### src/design/link_port_pkg.sv
package link_port_pkg;

  // Clock and link timing, printed figures in ns
  localparam int unsigned CLK_PERIOD_NS = 10;
  localparam int unsigned XFER_TYP_NS   = 19_200_000;
  localparam int unsigned XFER_MAX_NS   = 31_000_000;
  localparam int unsigned MIN_INPUT_NS  = 16_000_000;

  // Frame: start, 16 data, parity, stop, one idle gap bit
  localparam int unsigned FRAME_BITS    = 20;
  localparam int unsigned WORD_BITS     = 16;
  localparam int unsigned CNT_W         = 22;

  // One frame per typical transfer time
  localparam int unsigned BIT_CYC       =
    XFER_TYP_NS / CLK_PERIOD_NS / FRAME_BITS;
  localparam int unsigned XFER_MAX_CYC  = XFER_MAX_NS / CLK_PERIOD_NS;
  localparam int unsigned MIN_INPUT_CYC =
    (MIN_INPUT_NS + CLK_PERIOD_NS - 1) / CLK_PERIOD_NS;

  // Register byte offsets
  localparam logic [7:0] OFS_CTRL   = 8'h00;
  localparam logic [7:0] OFS_STATUS = 8'h04;
  localparam logic [7:0] OFS_MASK   = 8'h08;
  localparam logic [7:0] OFS_IN     = 8'h0c;
  localparam logic [7:0] OFS_OUT    = 8'h10;
  localparam logic [7:0] OFS_STATE  = 8'h14;

  // Field positions
  localparam int unsigned CTRL_OUT_VAR = 0;
  localparam int unsigned ST_FRAME     = 0;
  localparam int unsigned ST_ERR       = 1;
  localparam int unsigned ST_RECOV     = 2;
  localparam int unsigned ST_SENT      = 3;
  localparam int unsigned ST_W         = 4;
  localparam int unsigned STATE_ERR    = 0;
  localparam int unsigned STATE_MODE   = 1;
  localparam int unsigned ERR_BIT      = 15;

  // Reset values
  localparam logic [31:0] CTRL_RST = 32'h0000_0000;
  localparam logic [3:0]  MASK_RST = 4'h0;
  localparam logic [15:0] OUT_RST  = 16'h0000;

  typedef logic [CNT_W-1:0] cnt_t;

  typedef struct packed {
    logic        done;
    logic        bad;
    logic [15:0] word;
  } rx_evt_t;

  typedef enum logic [2:0] {
    RX_IDLE, RX_START, RX_DATA, RX_PAR, RX_STOP
  } rx_state_t;

  typedef enum logic [1:0] {
    TX_IDLE, TX_SEND
  } tx_state_t;

endpackage : link_port_pkg

### src/design/link_frame_rx.sv
`timescale 1ns/1ps
`default_nettype none
module link_frame_rx #(
  parameter int unsigned BIT_CYCLES = link_port_pkg::BIT_CYC
) (
  input  wire logic              pclk,
  input  wire logic              presetn,
  input  wire logic              line_in,
  output var  link_port_pkg::rx_evt_t evt
);

  link_port_pkg::rx_state_t state_r, state_nxt;
  link_port_pkg::cnt_t      tmr_r, tmr_nxt;
  logic [3:0]               cnt_r, cnt_nxt;
  logic [15:0]              sh_r, sh_nxt;
  logic                     par_r, par_nxt;
  link_port_pkg::rx_evt_t   evt_r, evt_nxt;

  always_comb
  begin
    state_nxt    = state_r;
    tmr_nxt      = tmr_r;
    cnt_nxt      = cnt_r;
    sh_nxt       = sh_r;
    par_nxt      = par_r;
    evt_nxt      = evt_r;
    evt_nxt.done = 1'b0;
    case (state_r)
      link_port_pkg::RX_IDLE:
        if (!line_in)
        begin
          // Sample mid-bit from here on
          state_nxt = link_port_pkg::RX_START;
          tmr_nxt   = link_port_pkg::cnt_t'(BIT_CYCLES / 2);
        end
      link_port_pkg::RX_START:
        if (tmr_r != '0)
          tmr_nxt = tmr_r - 1'b1;
        else if (line_in)
          state_nxt = link_port_pkg::RX_IDLE;
        else
        begin
          state_nxt = link_port_pkg::RX_DATA;
          tmr_nxt   = link_port_pkg::cnt_t'(BIT_CYCLES - 1);
          cnt_nxt   = 4'h0;
        end
      link_port_pkg::RX_DATA:
        if (tmr_r != '0)
          tmr_nxt = tmr_r - 1'b1;
        else
        begin
          sh_nxt  = {line_in, sh_r[15:1]};
          tmr_nxt = link_port_pkg::cnt_t'(BIT_CYCLES - 1);
          cnt_nxt = cnt_r + 4'h1;
          if (cnt_r == 4'hf)
            state_nxt = link_port_pkg::RX_PAR;
        end
      link_port_pkg::RX_PAR:
        if (tmr_r != '0)
          tmr_nxt = tmr_r - 1'b1;
        else
        begin
          par_nxt   = line_in;
          tmr_nxt   = link_port_pkg::cnt_t'(BIT_CYCLES - 1);
          state_nxt = link_port_pkg::RX_STOP;
        end
      link_port_pkg::RX_STOP:
        if (tmr_r != '0)
          tmr_nxt = tmr_r - 1'b1;
        else
        begin
          // Even parity plus high stop bit marks a clean frame
          evt_nxt.done = 1'b1;
          evt_nxt.bad  = !line_in || ((^sh_r) != par_r);
          evt_nxt.word = sh_r;
          state_nxt    = link_port_pkg::RX_IDLE;
        end
      default:
        state_nxt = link_port_pkg::RX_IDLE;
    endcase
  end

  always_ff @(posedge pclk or negedge presetn)
  begin
    if (!presetn)
    begin
      state_r <= link_port_pkg::RX_IDLE;
      tmr_r   <= '0;
      cnt_r   <= 4'h0;
      sh_r    <= 16'h0000;
      par_r   <= 1'b0;
      evt_r   <= '0;
    end
    else
    begin
      state_r <= state_nxt;
      tmr_r   <= tmr_nxt;
      cnt_r   <= cnt_nxt;
      sh_r    <= sh_nxt;
      par_r   <= par_nxt;
      evt_r   <= evt_nxt;
    end
  end

  assign evt = evt_r;
endmodule : link_frame_rx
`default_nettype wire

### src/design/remote_io_word_link_port.sv
`timescale 1ns/1ps
`default_nettype none
module remote_io_word_link_port #(
  parameter int unsigned BIT_CYCLES  = link_port_pkg::BIT_CYC,
  parameter int unsigned MAX_CYCLES  = link_port_pkg::XFER_MAX_CYC
) (
  input  wire logic        pclk,
  input  wire logic        presetn,
  input  wire logic        psel,
  input  wire logic        penable,
  input  wire logic        pwrite,
  input  wire logic [7:0]  paddr,
  input  wire logic [31:0] pwdata,
  output var  logic [31:0] prdata,
  output var  logic        pready,
  output var  logic        pslverr,
  input  wire logic        mode_sel,
  input  wire logic        link_signal_wire_in,
  output var  logic        link_signal_wire_out,
  output var  logic        link_signal_wire_oe,
  output var  logic [15:0] io_lamp,
  output var  logic        err_lamp,
  output var  logic        irq
);

  function automatic logic reg_hit(input logic [7:0] a);
    reg_hit = (a == link_port_pkg::OFS_CTRL)   ||
              (a == link_port_pkg::OFS_STATUS) ||
              (a == link_port_pkg::OFS_MASK)   ||
              (a == link_port_pkg::OFS_IN)     ||
              (a == link_port_pkg::OFS_OUT)    ||
              (a == link_port_pkg::OFS_STATE);
  endfunction : reg_hit

  // Upper selector trades input 15 for the error flag
  function automatic logic [15:0] map_word(input logic [15:0] raw,
                                           input logic        err,
                                           input logic        upper);
    map_word = upper ? {err, raw[14:0]} : raw;
  endfunction : map_word

  link_port_pkg::rx_evt_t rx_evt;

  link_frame_rx #(
    .BIT_CYCLES (BIT_CYCLES)
  ) u_rx (
    .pclk    (pclk),
    .presetn (presetn),
    .line_in (link_signal_wire_in),
    .evt     (rx_evt)
  );

  // Bus-side state
  logic [31:0] ctrl_r, ctrl_nxt;
  logic [3:0]  status_r, status_nxt;
  logic [3:0]  mask_r, mask_nxt;
  logic [15:0] out_word_r, out_word_nxt;
  logic [31:0] prdata_r, prdata_nxt;
  logic        pready_r, pready_nxt;
  logic        pslverr_r, pslverr_nxt;
  logic        irq_r, irq_nxt;

  // Link-side state
  logic                     mode_r, mode_nxt;
  logic                     err_r, err_nxt;
  logic [15:0]              raw_r, raw_nxt;
  link_port_pkg::cnt_t      wdog_r, wdog_nxt;
  link_port_pkg::tx_state_t tx_r, tx_nxt;
  logic [19:0]              tx_sh_r, tx_sh_nxt;
  link_port_pkg::cnt_t      tx_tmr_r, tx_tmr_nxt;
  logic [4:0]               tx_cnt_r, tx_cnt_nxt;
  logic                     wire_out_r, wire_out_nxt;
  logic                     wire_oe_r, wire_oe_nxt;
  logic [15:0]              lamp_r, lamp_nxt;
  logic                     err_lamp_r, err_lamp_nxt;

  logic       out_var;
  logic       wr_en;
  logic [3:0] ev;

  assign out_var = ctrl_r[link_port_pkg::CTRL_OUT_VAR];
  assign wr_en   = psel && penable && pready_r && pwrite;

  always_comb
  begin
    ctrl_nxt     = ctrl_r;
    mask_nxt     = mask_r;
    out_word_nxt = out_word_r;
    prdata_nxt   = prdata_r;
    pready_nxt   = psel && !penable;
    pslverr_nxt  = psel && !penable && !reg_hit(paddr);
    if (wr_en)
    begin
      case (paddr)
        link_port_pkg::OFS_CTRL: ctrl_nxt     = pwdata;
        link_port_pkg::OFS_MASK: mask_nxt     = pwdata[3:0];
        link_port_pkg::OFS_OUT:  out_word_nxt = pwdata[15:0];
        default:                 ctrl_nxt     = ctrl_r;
      endcase
    end
    // A new event beats a write-one clear in the same cycle
    status_nxt = status_r | ev;
    if (wr_en && paddr == link_port_pkg::OFS_STATUS)
      status_nxt = (status_r & ~pwdata[3:0]) | ev;
    if (psel && !penable && !pwrite)
    begin
      case (paddr)
        link_port_pkg::OFS_CTRL:   prdata_nxt = ctrl_r;
        link_port_pkg::OFS_STATUS: prdata_nxt = {28'h0, status_r};
        link_port_pkg::OFS_MASK:   prdata_nxt = {28'h0, mask_r};
        link_port_pkg::OFS_IN:
          prdata_nxt = {16'h0, map_word(raw_r, err_r, mode_r)};
        link_port_pkg::OFS_OUT:    prdata_nxt = {16'h0, out_word_r};
        link_port_pkg::OFS_STATE:  prdata_nxt = {30'h0, mode_r, err_r};
        default:                   prdata_nxt = 32'h0000_0000;
      endcase
    end
    irq_nxt = |(status_nxt & mask_nxt);
  end

  always_ff @(posedge pclk or negedge presetn)
  begin
    if (!presetn)
    begin
      ctrl_r     <= link_port_pkg::CTRL_RST;
      status_r   <= 4'h0;
      mask_r     <= link_port_pkg::MASK_RST;
      out_word_r <= link_port_pkg::OUT_RST;
      prdata_r   <= 32'h0000_0000;
      pready_r   <= 1'b0;
      pslverr_r  <= 1'b0;
      irq_r      <= 1'b0;
    end
    else
    begin
      ctrl_r     <= ctrl_nxt;
      status_r   <= status_nxt;
      mask_r     <= mask_nxt;
      out_word_r <= out_word_nxt;
      prdata_r   <= prdata_nxt;
      pready_r   <= pready_nxt;
      pslverr_r  <= pslverr_nxt;
      irq_r      <= irq_nxt;
    end
  end

  always_comb
  begin
    ev           = 4'h0;
    mode_nxt     = mode_sel;
    err_nxt      = err_r;
    raw_nxt      = raw_r;
    wdog_nxt     = wdog_r;
    tx_nxt       = tx_r;
    tx_sh_nxt    = tx_sh_r;
    tx_tmr_nxt   = tx_tmr_r;
    tx_cnt_nxt   = tx_cnt_r;
    if (out_var)
    begin
      // No receiver checks on the output path
      err_nxt  = 1'b0;
      wdog_nxt = '0;
      case (tx_r)
        link_port_pkg::TX_IDLE:
        begin
          // Gap, stop, even parity, data LSB first, start
          tx_sh_nxt  = {1'b1, 1'b1, ^out_word_r, out_word_r, 1'b0};
          tx_tmr_nxt = link_port_pkg::cnt_t'(BIT_CYCLES - 1);
          tx_cnt_nxt = 5'd0;
          tx_nxt     = link_port_pkg::TX_SEND;
        end
        link_port_pkg::TX_SEND:
          if (tx_tmr_r != '0)
            tx_tmr_nxt = tx_tmr_r - 1'b1;
          else if (tx_cnt_r == 5'(link_port_pkg::FRAME_BITS - 1))
          begin
            ev[link_port_pkg::ST_SENT] = 1'b1;
            tx_nxt = link_port_pkg::TX_IDLE;
          end
          else
          begin
            tx_sh_nxt  = {1'b1, tx_sh_r[19:1]};
            tx_tmr_nxt = link_port_pkg::cnt_t'(BIT_CYCLES - 1);
            tx_cnt_nxt = tx_cnt_r + 5'd1;
          end
        default:
          tx_nxt = link_port_pkg::TX_IDLE;
      endcase
    end
    else
    begin
      tx_nxt    = link_port_pkg::TX_IDLE;
      tx_sh_nxt = 20'hfffff;
      // Silent link past the worst-case delay counts as an error
      if (wdog_r != link_port_pkg::cnt_t'(MAX_CYCLES))
        wdog_nxt = wdog_r + 1'b1;
      else
        err_nxt = 1'b1;
      if (rx_evt.done && rx_evt.bad)
        err_nxt = 1'b1;
      else if (rx_evt.done)
      begin
        // Last good word stays until the next clean frame
        err_nxt  = 1'b0;
        raw_nxt  = rx_evt.word;
        wdog_nxt = '0;
        ev[link_port_pkg::ST_FRAME] = 1'b1;
      end
      ev[link_port_pkg::ST_ERR]   = err_nxt && !err_r;
      ev[link_port_pkg::ST_RECOV] = !err_nxt && err_r;
    end
    wire_out_nxt = tx_sh_nxt[0];
    wire_oe_nxt  = out_var;
    if (out_var)
      lamp_nxt = out_word_r;
    else if (mode_nxt)
      lamp_nxt = {1'b0, raw_nxt[14:0]};
    else
      lamp_nxt = raw_nxt;
    err_lamp_nxt = err_nxt && !out_var;
  end

  always_ff @(posedge pclk or negedge presetn)
  begin
    if (!presetn)
    begin
      mode_r     <= 1'b0;
      err_r      <= 1'b0;
      raw_r      <= 16'h0000;
      wdog_r     <= '0;
      tx_r       <= link_port_pkg::TX_IDLE;
      tx_sh_r    <= 20'hfffff;
      tx_tmr_r   <= '0;
      tx_cnt_r   <= 5'd0;
      wire_out_r <= 1'b1;
      wire_oe_r  <= 1'b0;
      lamp_r     <= 16'h0000;
      err_lamp_r <= 1'b0;
    end
    else
    begin
      mode_r     <= mode_nxt;
      err_r      <= err_nxt;
      raw_r      <= raw_nxt;
      wdog_r     <= wdog_nxt;
      tx_r       <= tx_nxt;
      tx_sh_r    <= tx_sh_nxt;
      tx_tmr_r   <= tx_tmr_nxt;
      tx_cnt_r   <= tx_cnt_nxt;
      wire_out_r <= wire_out_nxt;
      wire_oe_r  <= wire_oe_nxt;
      lamp_r     <= lamp_nxt;
      err_lamp_r <= err_lamp_nxt;
    end
  end

  assign prdata               = prdata_r;
  assign pready               = pready_r;
  assign pslverr              = pslverr_r;
  assign link_signal_wire_out = wire_out_r;
  assign link_signal_wire_oe  = wire_oe_r;
  assign io_lamp              = lamp_r;
  assign err_lamp             = err_lamp_r;
  assign irq                  = irq_r;
endmodule : remote_io_word_link_port
`default_nettype wire

### config.mk
export PLATFORM = sky130hd
export DESIGN_NAME = remote_io_word_link_port
export DESIGN_NICKNAME = d
export VERILOG_FILES = /design/src/design/link_port_pkg.sv /design/src/design/link_frame_rx.sv /design/src/design/remote_io_word_link_port.sv
export SDC_FILE = /design/constraint.sdc
export NUM_CORES = 1
export LEC_CHECK = 0
export BUFFER_PORTS_ARGS = -buffer_cell sky130_fd_sc_hd__clkbuf_2
export CORE_MARGIN = 5
export CORE_UTILIZATION = 38
export CTS_BUF_LIST = sky130_fd_sc_hd__clkbuf_4
export DETAILED_ROUTE_END_ITERATION = 12
export GPL_TIMING_DRIVEN = 0
export HOLD_SLACK_MARGIN = 0.05
export SYNTH_ARGS = -nofsm -noshare
export SYNTH_HDL_FRONTEND = slang
export SYNTH_SLANG_ARGS = --single-unit
### constraint.sdc
create_clock -name pclk -period 3.35 [get_ports pclk]
set_clock_uncertainty 0.2 [all_clocks]
set_input_delay 0.335 -clock pclk [delete_from_list [all_inputs] [get_ports pclk]]
set_output_delay 0.335 -clock pclk [all_outputs]
set_load 0.01 [all_outputs]
==> results_dict.tcl, run 1 <==
set metrics [dict create \
    power.internal_mw 5.007 \
    ys_seq_area_share_pct 54.03 \
    slowest_delay_ns 0.63 \
    hold_viol 0 \
    yosysUniqueCellTypes 66 \
    async_flop_share_pct 100.0 \
    port_buffers 99 \
    r2r_start "u_rx.tmr_r[14]" \
    post-route-min-period_ns 3.277 \
    p_sw_share_pct 26.04 \
    crit_chain "clkbuf_2, dlygate4sd3_1, or2_2, dlygate4sd3_1, nor4_2, dlygate4sd3_1, nand2_1, a21o_1, a22o_1, a221o_1" \
    total_power_mw 6.770 \
    antenna_left 0 \
    whs_ns 0.1335 \
    synth_common_cells "dfrtp_1 (240), nand2_1 (162), nor2_1 (89)" \
    synth_warnings 0 \
    routed-wl-met3_mm 1.245 \
    place_congestion 0.8491 \
    chipHeight_um 187.6 \
    tightest_slew_ns 1.085 \
    setup_viol 0 \
    postCtsSetupBuffers 0 \
    post-place-ws_ns -0.2900 \
    path_class "primary input to flip-flop" \
    r2r_cells 7 \
    syn_nets 1190 \
    grt_max_degree 106 \
    dr_wl_met2_mm 14.83 \
    drc 0 \
    status "finished, final reports clean" \
    track_usage_pct 17.34 \
    pwr-share-comb_pct 8.3 \
    r2r_slack_ns 0.21 \
    path_delay_family "buffers and inverters" \
    cts_buffer_depth 3 \
    critPathCapture "irq" \
    wl_per_cell_um 16.78 \
    p_per_area_nw_per_um2 464.8 \
    synth_ff_type "dfrtp_1" \
    clockRootBuffer "clkbuf_4" \
    cp_common_cell "dlygate4sd3_1" \
    drtIter0Drc 623 \
    critical_path_arrival_ns 3.58 \
    die_area_sq_um 35210 \
    crit_buf_inv 4 \
    fin_ws_ns 0.07302 \
    n_fill_cell 2994 \
    critPathSlowestCell "dlygate4sd3_1" \
    h-tree-depth 3 \
    synth.top_cells.by_area "dfrtp_1 (50%), nand2_1 (5.1%), mux2_2 (4.7%)" \
    vias 9329 \
    max-slew-margin-rel_pct 27.13 \
    worst_setup_path_end_kind "flip-flop" \
    cp-start-kind "primary input" \
    cts_sinks 258 \
    avgSynthCellArea_sq_um 10.56 \
    core_sq_um 31390 \
    dp_hpwl_mm 20.98 \
    die_w_um 187.6 \
    synth.most_common_cell "dfrtp_1" \
    wirelength_mm 30.45 \
    yosys.area.top_type "dfrtp_1" \
    timing.fmax_ghz 0.3052 \
    syn_inst 1135 \
    synth_top_area_share_pct 50.09 \
    cp.depth 10 \
    cts_tree "built" \
    rows 65 \
    pwr-share-seq_pct 48.8 \
    antenna_found_initial 1 \
    vdd_drop_max_uv 251.4 \
    synthesis.area_sq_um 11990 \
    grt_pass1_vias 9534 \
    p_clk_share_pct 42.9 \
    firstDrtPassIters 5 \
    drive_above_1_share_pct 21.93 \
    finalCritPeriodShare_pct 97.82 \
    path_clk_slew_ns 0.06 \
    clkLatencyLatePin_ns 0.68 \
    area_growth_pct 21.49 \
    grt_pass1_wl_mm 50.00 \
    nNetsFinal 1413 \
    crit_start "paddr[1]" \
    top_layer "met4" \
    drv_slew 0 \
    synth_edf_count 0 \
    viasPerCell 5.143 \
    wl_met1_mm 13.42 \
    power_switching_mw 1.763 \
    io_pins 101 \
    cap_violations 0 \
    hold_class "primary input to asynchronous set/reset pin" \
    initial_utilization_pct 38.19 \
    worst-path-max-fanout 3 \
    regToRegEndpoint "u_rx.evt[9]" \
    crit_required_ns 3.65 \
    grt_overflow 0 \
    numCtsBuffers 71 \
    p_leak_nw 6.794 \
    synth-seq-cells 258 \
]
[cell type report]
type | instances | area [sq um] | area share (%)
Buffer | 58 | 227.7 | 1.563
Clock inverter | 21 | 151.4 | 1.039
Multi-Input combinational cell | 798 | 5279 | 36.24
Antenna cell | 3 | 7.507 | 0.05154
Tap cell | 402 | 503.0 | 3.453
Sequential cell | 258 | 6479 | 44.48
Clock buffer | 103 | 773.2 | 5.308
Timing Repair Buffer | 150 | 1067 | 7.327
Inverter | 21 | 78.83 | 0.5411
[routing by layer]
layer  up-vias  global-route usage (%)
met4         0                   7.369
met3        72                   3.202
met2       213                   28.52
li1       4501                       -
met1      4543                   22.59
met5         -                       0
[sequential cells by signal (all words and copies together) (netlist names), 18 cells and up]
signal,flops
u_rx.tmr_r,22
prdata,32
ctrl_r,32
tx_sh_r,18
u_rx.evt,18
wdog_r,22
tx_tmr_r,22
[placed cells by master, fill, tap and decap left out, types with 24 or more instances in the layout]
cell / instances
o21ai_1: 24
clkbuf_4: 103
dfrtp_1: 240
mux2i_1: 36
o21ai_0: 34
nor2_1: 88
clkbuf_1: 46
xnor2_1: 45
nand3_1: 36
dlygate4sd3_1: 48
a21oi_1: 50
mux2_2: 50
mux2_1: 41
clkbuf_2: 99
nand2_1: 162
[cell families (layout without fill, tap and decap cells)]
family	Yosys count	after routing	synth area share [%]
simple gates	413	413	16.41
flops	258	258	54.03
compound gates	182	182	9.433
mux	129	129	11.80
buf+inv	79	353	2.546
xor+xnor	66	66	4.936
fa+ha+maj	8	8	0.8348
other cells	0	3	0
[what timing repair did]
item / CTS / global route
hold buffers: 48 / 0
resized for setup: 2 / 12
hold endpoints to repair: 249 / 0
endpoints found under the setup margin: 18 / 60
[worst reg2reg max path, cell delays in order (launching register included)]
cell	delay (ns)
dfrtp_1	0.45
or4_1	0.63
or4_1	0.43
clkbuf_1	0.20
nor2_2	0.29
nand3_4	0.20
buf_2	0.29
mux2_1	0.33
[stage by stage]
stage	area [sq um]	utilization [%]	cells	TNS, ns
after floorplan	11990	-	1135	0
after detailed placement	13080	41.67	1639	-11.34
after global routing	14560	46.39	1812	-0.02145
final	14570	46.40	1814	0
after global placement	12990	41.38	1636	-943.89
after CTS	14500	46.17	1811	0
[power groups by stage]
stage                     clock, mW  combinational [mW]  sequential (mW)
after global placement            0               0.493             3.36
after CTS                      3.01               0.565             3.30
after detailed placement          0               0.517             3.36
after global routing           3.19               0.640             3.32
after floorplan                   0               0.322             3.33
final                          2.90               0.562             3.30
[worst min-delay path by stage]
stage | startpoint | end | cells past startpoint | slack, ns
floorplan | presetn | ctrl_r[0] | 0 | -0.16
global placement | prdata[30] | prdata[30] | 2 | 0.25
detailed placement | presetn | tx_tmr_r[8] | 2 | 0.26
CTS | presetn | tx_tmr_r[10] | 3 | 0.09
global route | presetn | u_rx.evt[13] | 3 | 0.14
finish | presetn | prdata[9] | 3 | 0.13
(Power assumes the default switching activity.)
==> run 2: changes to the inputs <==
Settings changed: CELL_PAD_IN_SITES_DETAIL_PLACEMENT set to 0, CELL_PAD_IN_SITES_GLOBAL_PLACEMENT set to 1, PLACE_DENSITY_LB_ADDON set to 0.1.
==> run 2 against run 1 <==
- clock power grew 5%
- flip-flop and latch count is the same
- critical path depth down 3
- global-route usage is 1.2 points higher
- combinational power rose by 2%
- non-clock buffer count unchanged
- sequential power barely moved
- utilization increased by 0.19 points
- count of clock-buffer cells in the layout grew 10
- via count decreased by 0.86%
- first-iteration DRC count down 26%
- final area rose by 0.41%
- critical path type is now flip-flop to flip-flop
- largest cell class unchanged
==> results_dict.tcl, run 2 (same netlist as run 1, synthesis figures left out) <==
set metrics [dict create \
    status "finished, final reports clean" \
    drtIter0Drc 458 \
    met3_usage_pct 3.816 \
    seq_area_sq_um 6479 \
    p_per_area_nw_per_um2 473.5 \
    firstDrtPassIters 5 \
    p_leak_nw 6.841 \
    port_buffers 99 \
    die_w_um 187.6 \
    grt_pass1_wl_mm 52.84 \
    cap_violations 0 \
    drc 0 \
    crit_chain "or4_1, or4_1, clkbuf_1, nor2_2, nand3_4, buf_2, mux2_1" \
    nNetsFinal 1418 \
    final_common_cell "dfrtp_1" \
    core_sq_um 31390 \
    path_clk_slew_ns 0.06 \
    grt_use_met2_pct 29.86 \
    setup_viol 0 \
    grt_overflow 0 \
    pwr-share-seq_pct 47.7 \
    cp-start-kind "flip-flop" \
    h-tree-depth 3 \
    fin_ws_ns 0.1740 \
    cts_tree "built" \
    initial_utilization_pct 38.19 \
    clockRootBuffer "clkbuf_4" \
    postCtsSetupBuffers 0 \
    timing.fmax_ghz 0.3149 \
    critPathSlowestCell "or4_1" \
    dp_hpwl_mm 22.49 \
    worst_setup_path_end_kind "flip-flop" \
    finalCritPeriodShare_pct 94.81 \
    place_congestion 0.7748 \
    total_power_mw 6.925 \
    cp_common_cell "or4_1" \
    hold_class "primary input to flip-flop" \
    antenna_left 0 \
    vdd_drop_max_uv 252.2 \
    viasPerCell 5.076 \
    max-slew-margin-rel_pct 29.70 \
    vias 9249 \
    p_clk_share_pct 44.0 \
    area_growth_pct 21.99 \
    clkLatencyLatePin_ns 0.70 \
    path_delay_family "simple AND/OR/NAND/NOR gates" \
    slowest_delay_ns 0.61 \
    grt_use_met1_pct 24.83 \
    hold_viol 0 \
    setup_tns_ns 0 \
    tightest_slew_ns 1.046 \
    track_usage_pct 18.51 \
    busiest_layer "met2" \
    grt_max_degree 98 \
    wirelength_mm 32.33 \
    p_sw_share_pct 25.92 \
    io_pins 101 \
    path_class "flip-flop to flip-flop" \
    chipHeight_um 187.6 \
    rsz0062_at_grt "false" \
    post-place-ws_ns -0.2370 \
    n_fill_cell 3071 \
    pwr-share-comb_pct 8.3 \
    crit_required_ns 3.71 \
    critical_path_arrival_ns 3.54 \
    antenna_found_initial 2 \
    rows 65 \
    multi_input_area_sq_um 5279 \
    power.internal_mw 5.130 \
    drv_slew 0 \
    worst-path-max-fanout 10 \
    numCtsBuffers 76 \
    final_cell_mix "dfrtp_1 (240), nand2_1 (161), clkbuf_4 (113)" \
    cts_buffer_depth 3 \
    cts_sinks 258 \
    crit_buf_inv 2 \
    power_switching_mw 1.795 \
    drive_above_1_share_pct 22.57 \
    grt_pass1_vias 9706 \
    die_area_sq_um 35210 \
    post-route-min-period_ns 3.176 \
    wl_per_cell_um 17.74 \
]
==> run 2: area by class of cell <==
cell class / count / area share (%)
diodes: 2 / 0.03422
inverters: 21 / 0.5389
clock inverters: 20 / 0.9495
flip-flops and latches: 258 / 44.29
well taps: 402 / 3.439
repair buffers: 150 / 7.297
clock buffers: 113 / 5.800
multi-input cells: 798 / 36.09
plain buffers: 58 / 1.557
==> run 2: worst paths after layout <==
check                               start            to  slack [ns]  cells after the start
setup / recovery           u_rx.tmr_r[14]  u_rx.evt[11]        0.17                      7
hold / removal                   paddr[3]     mask_r[2]        0.13                      3
setup reg to reg           u_rx.tmr_r[14]  u_rx.evt[11]        0.17                      7
hold reg to reg                prdata[17]    prdata[17]        0.26                      2
max in group asynchronous         presetn    wdog_r[14]        1.78                      4
min in group asynchronous         presetn   tx_sh_r[13]        0.61                      3
==> run 2: through the flow <==
step	std cells	hold slack, ns	utilization (%)	instance area (sq um)
CTS	1820	0.05066	46.42	14570
detailed placement	1638	0.1792	41.58	13050
finish	1822	0.1322	46.59	14630
global route	1822	0.1059	46.59	14630
global placement	1636	0.2511	41.38	12990
floorplan	1135	-0.1606	-	11990
==> run 2: per-layer routing <==
| layer | routed length, um | vias up |
|---|---|---|
| met5 | 0 | - |
| met4 | 779 | 0 |
| met3 | 1201 | 58 |
| met2 | 15430 | 155 |
| met1 | 14910 | 4526 |
| li1 | - | 4510 |
==> run 2: power by group through the flow <==
stage          sequential [mW]  clock (mW)  combinational, mW
2_1_floorplan             3.33           0              0.322
3_5_place_dp              3.36           0              0.528
3_3_place_gp              3.36           0              0.512
5_1_grt                   3.32        3.36              0.648
4_1_cts                   3.30        3.19              0.580
6_report                  3.31        3.05              0.572
==> run 2: what timing repair did <==
| action | CTS | global route |
|---|---|---|
| pin swaps | 0 | 0 |
| endpoints found under the hold margin | 324 | 0 |
| setup endpoints to repair | 20 | 57 |
| hold buffers | 49 | 0 |
| resized for setup | 4 | 11 |
==> run 2: worst reg2reg max path, delay by kind of cell, from the launching register on <==
kind,cells,cell delay (ns)
buffers and inverters,2,0.51
muxes,1,0.33
DFF,1,0.45
and+or+nand+nor,4,1.57
==> run 3: changes to the inputs <==
Settings changed: SETUP_SLACK_MARGIN set to 0.2, SYNTH_HIERARCHICAL set to 1.
==> run 3 against run 2 <==
- routed wire length fell by 1.4%
- fmax rose by 3.7%
- synthesized cell count fell by 4.6%
- register-to-register slack improved by 0.27 ns
- flip-flop and latch count did not move
- final cell count fell by 3.7%
- via count fell by 0.71%
- sequential power rose by 6.9%
- critical path depth rose by 2
- first-iteration DRC count rose by 32%
- setup slack improved by 0.11 ns
- count of clock-buffer cells in the layout fell by 7
==> results_dict.tcl, run 3 <==
set metrics [dict create \
    cts_sinks 258 \
    final_cell_mix "dfrtp_1 (240), clkbuf_4 (106), nand2_1 (98), clkbuf_2 (98), o21ai_0 (93)" \
    hold_viol 0 \
    grt_pass1_wl_mm 51.67 \
    multi_input_area_sq_um 5396 \
    critical_path_arrival_ns 3.40 \
    cts_tree "built" \
    min_from "mode_sel" \
    syn_nets 1138 \
    track_usage_pct 17.87 \
    crit_chain "dlygate4sd3_1, clkbuf_2, or4_1, buf_2, dlygate4sd3_1, nor4_2, mux2_2, o21ai_0, nand4_1" \
    place_congestion 0.7764 \
    r2r_slack_ns 0.44 \
    clkLatencyLatePin_ns 0.69 \
    clockRootBuffer "clkbuf_4" \
    post-place-ws_ns 0.3466 \
    p_leak_nw 6.878 \
    grt_pass1_vias 9387 \
    chipHeight_um 189.7 \
    drtIter0Drc 604 \
    worst-path-max-fanout 5 \
    core_sq_um 31720 \
    synth_top_area_share_pct 48.93 \
    post-route-min-period_ns 3.062 \
    min_to "mode_r" \
    vias 9183 \
    synth_common_cells "dfrtp_1 (240), nand2_1 (98), o21ai_0 (93)" \
    fin_ws_ns 0.2877 \
    total_power_mw 7.045 \
    antenna_left 0 \
    cts_buffer_depth 3 \
    whs_path_depth 2 \
    firstDrtPassIters 6 \
    finalCritPeriodShare_pct 91.41 \
    antenna_found_initial 1 \
    r2r_cells 7 \
    synthesis.area_sq_um 12270 \
    crit_required_ns 3.69 \
    synth_ff_type "dfrtp_1" \
    path_clk_slew_ns 0.06 \
    drive_above_1_share_pct 29.14 \
    drc 0 \
    grt_max_degree 108 \
    port_buffers 99 \
    setup_viol 0 \
    vdd_drop_max_uv 323.5 \
    synth.top_cells.by_area "dfrtp_1 (49%), mux2_2 (7.0%), dfstp_2 (3.9%)" \
    synth.most_common_cell "dfrtp_1" \
    io_pins 101 \
    ys_seq_area_share_pct 52.78 \
    n_fill_cell 3073 \
    initial_utilization_pct 38.70 \
    timing.fmax_ghz 0.3266 \
    grt_overflow 0 \
    postCtsSetupBuffers 0 \
    avgSynthCellArea_sq_um 11.33 \
    wirelength_mm 31.86 \
    cp-start-kind "primary input" \
    wl_per_cell_um 18.15 \
    viasPerCell 5.232 \
    status "finished, final reports clean" \
    worst_setup_path_end_kind "flip-flop" \
    critPathSlowestCell "dlygate4sd3_1" \
    h-tree-depth 3 \
    rsz0062_at_grt "false" \
    syn_inst 1083 \
    async_flop_share_pct 100.0 \
    area_growth_pct 20.16 \
    synth-seq-cells 258 \
    r2r_start "tx_tmr_r[0]" \
    dp_hpwl_mm 21.96 \
    synth_edf_count 0 \
    die_area_sq_um 36000 \
    p_per_area_nw_per_um2 477.6 \
    max-slew-margin-rel_pct 34.43 \
    seq_area_sq_um 6479 \
    cap_violations 0 \
    slowest_delay_ns 0.60 \
    die_w_um 189.7 \
    path_class "primary input to flip-flop" \
    numCtsBuffers 73 \
    rows 65 \
    hold_class "primary input to flip-flop" \
    drv_slew 0 \
    regToRegEndpoint "irq" \
    cp_common_cell "dlygate4sd3_1" \
    yosys.area.top_type "dfrtp_1" \
    final_common_cell "dfrtp_1" \
    yosysUniqueCellTypes 76 \
    tightest_slew_ns 0.9746 \
    nNetsFinal 1363 \
    synth_warnings 6 \
]
[run 3: changes by cell type after synthesis, moves of 18 or more]
cell | previous run | this run
a2bb2oi_1 | 0 | 18
a21oi_1 | 50 | 32
nand2_1 | 162 | 98
clkbuf_1 | 48 | 24
o21ai_0 | 34 | 93
mux2_2 | 50 | 76
mux2_1 | 41 | 1
o21ai_1 | 25 | 2
nor2_1 | 89 | 57
mux2_4 | 2 | 25
[run 3: cells by family after synthesis]
logic type      share of synthesized area, %
xor+xnor                               3.710
fa+ha+maj                             0.8155
simple gates                           14.07
flops                                  52.78
buf+inv                                3.252
mux                                    13.67
compound gates                         11.70
[run 3: repair_timing]
action	CTS	global route
resized for setup	0	0
hold endpoints to repair	321	0
hold buffers	49	0
endpoints found under the setup margin	0	8
[run 3: metal layers]
| layer | global-route usage [%] | vias up | part of all wire, % |
|---|---|---|---|
| met5 | 0 | - | 0 |
| met1 | 24.20 | 4515 | 46 |
| met2 | 28.94 | 169 | 48 |
| met3 | 3.376 | 60 | 3.6 |
| li1 | - | 4439 | - |
| met4 | 6.177 | 0 | 2.4 |
[run 3: worst max-delay path by stage]
stage | from | end | depth (start not counted)
3_5_place_dp | paddr[1] | ctrl_r[7] | 8
3_3_place_gp | presetn | wdog_r[13] | 1
4_1_cts | paddr[6] | ctrl_r[29] | 10
6_report | paddr[6] | irq | 9
5_1_grt | paddr[6] | ctrl_r[26] | 10
2_1_floorplan | paddr[1] | ctrl_r[10] | 7
[run 3: where the power goes]
part / leakage, nW / internal [mW] / switching (mW)
Sequential: 3.37 / 3.34 / 0.198
Clock: 0.539 / 1.59 / 1.31
Combinational: 2.97 / 0.289 / 0.316
Total: 6.88 / 5.22 / 1.82
[run 3: critical path: cells and delay by family]
family | cells | cell delay (ns)
AOI/OAI and AO/OA | 1 | 0.14
buffers and inverters | 4 | 1.39
muxes | 1 | 0.41
and+or+nand+nor | 3 | 1.12
[run 3: area by class of cell]
class,count,share of cell area [%]
multi-input combinational,742,36.59
inverter,29,0.7380
buffer,54,1.968
timing repair buffer,150,7.236
tap,402,3.410
clock inverter,13,0.7211
clock buffer,106,5.395
antenna,1,0.01697
sequential,258,43.93
[run 3: through the flow]
stage	instance area [sq um]	instances	TNS [ns]	util [%]	hold slack, ns
2_1_floorplan	12270	1083	0	-	-0.1606
3_3_place_gp	13270	1584	-994.52	41.85	0.2511
3_5_place_dp	13340	1586	0	42.05	0.1976
4_1_cts	14750	1754	0	46.49	0.09239
5_1_grt	14750	1755	0	46.50	0.1069
6_report	14750	1755	0	46.50	0.1573
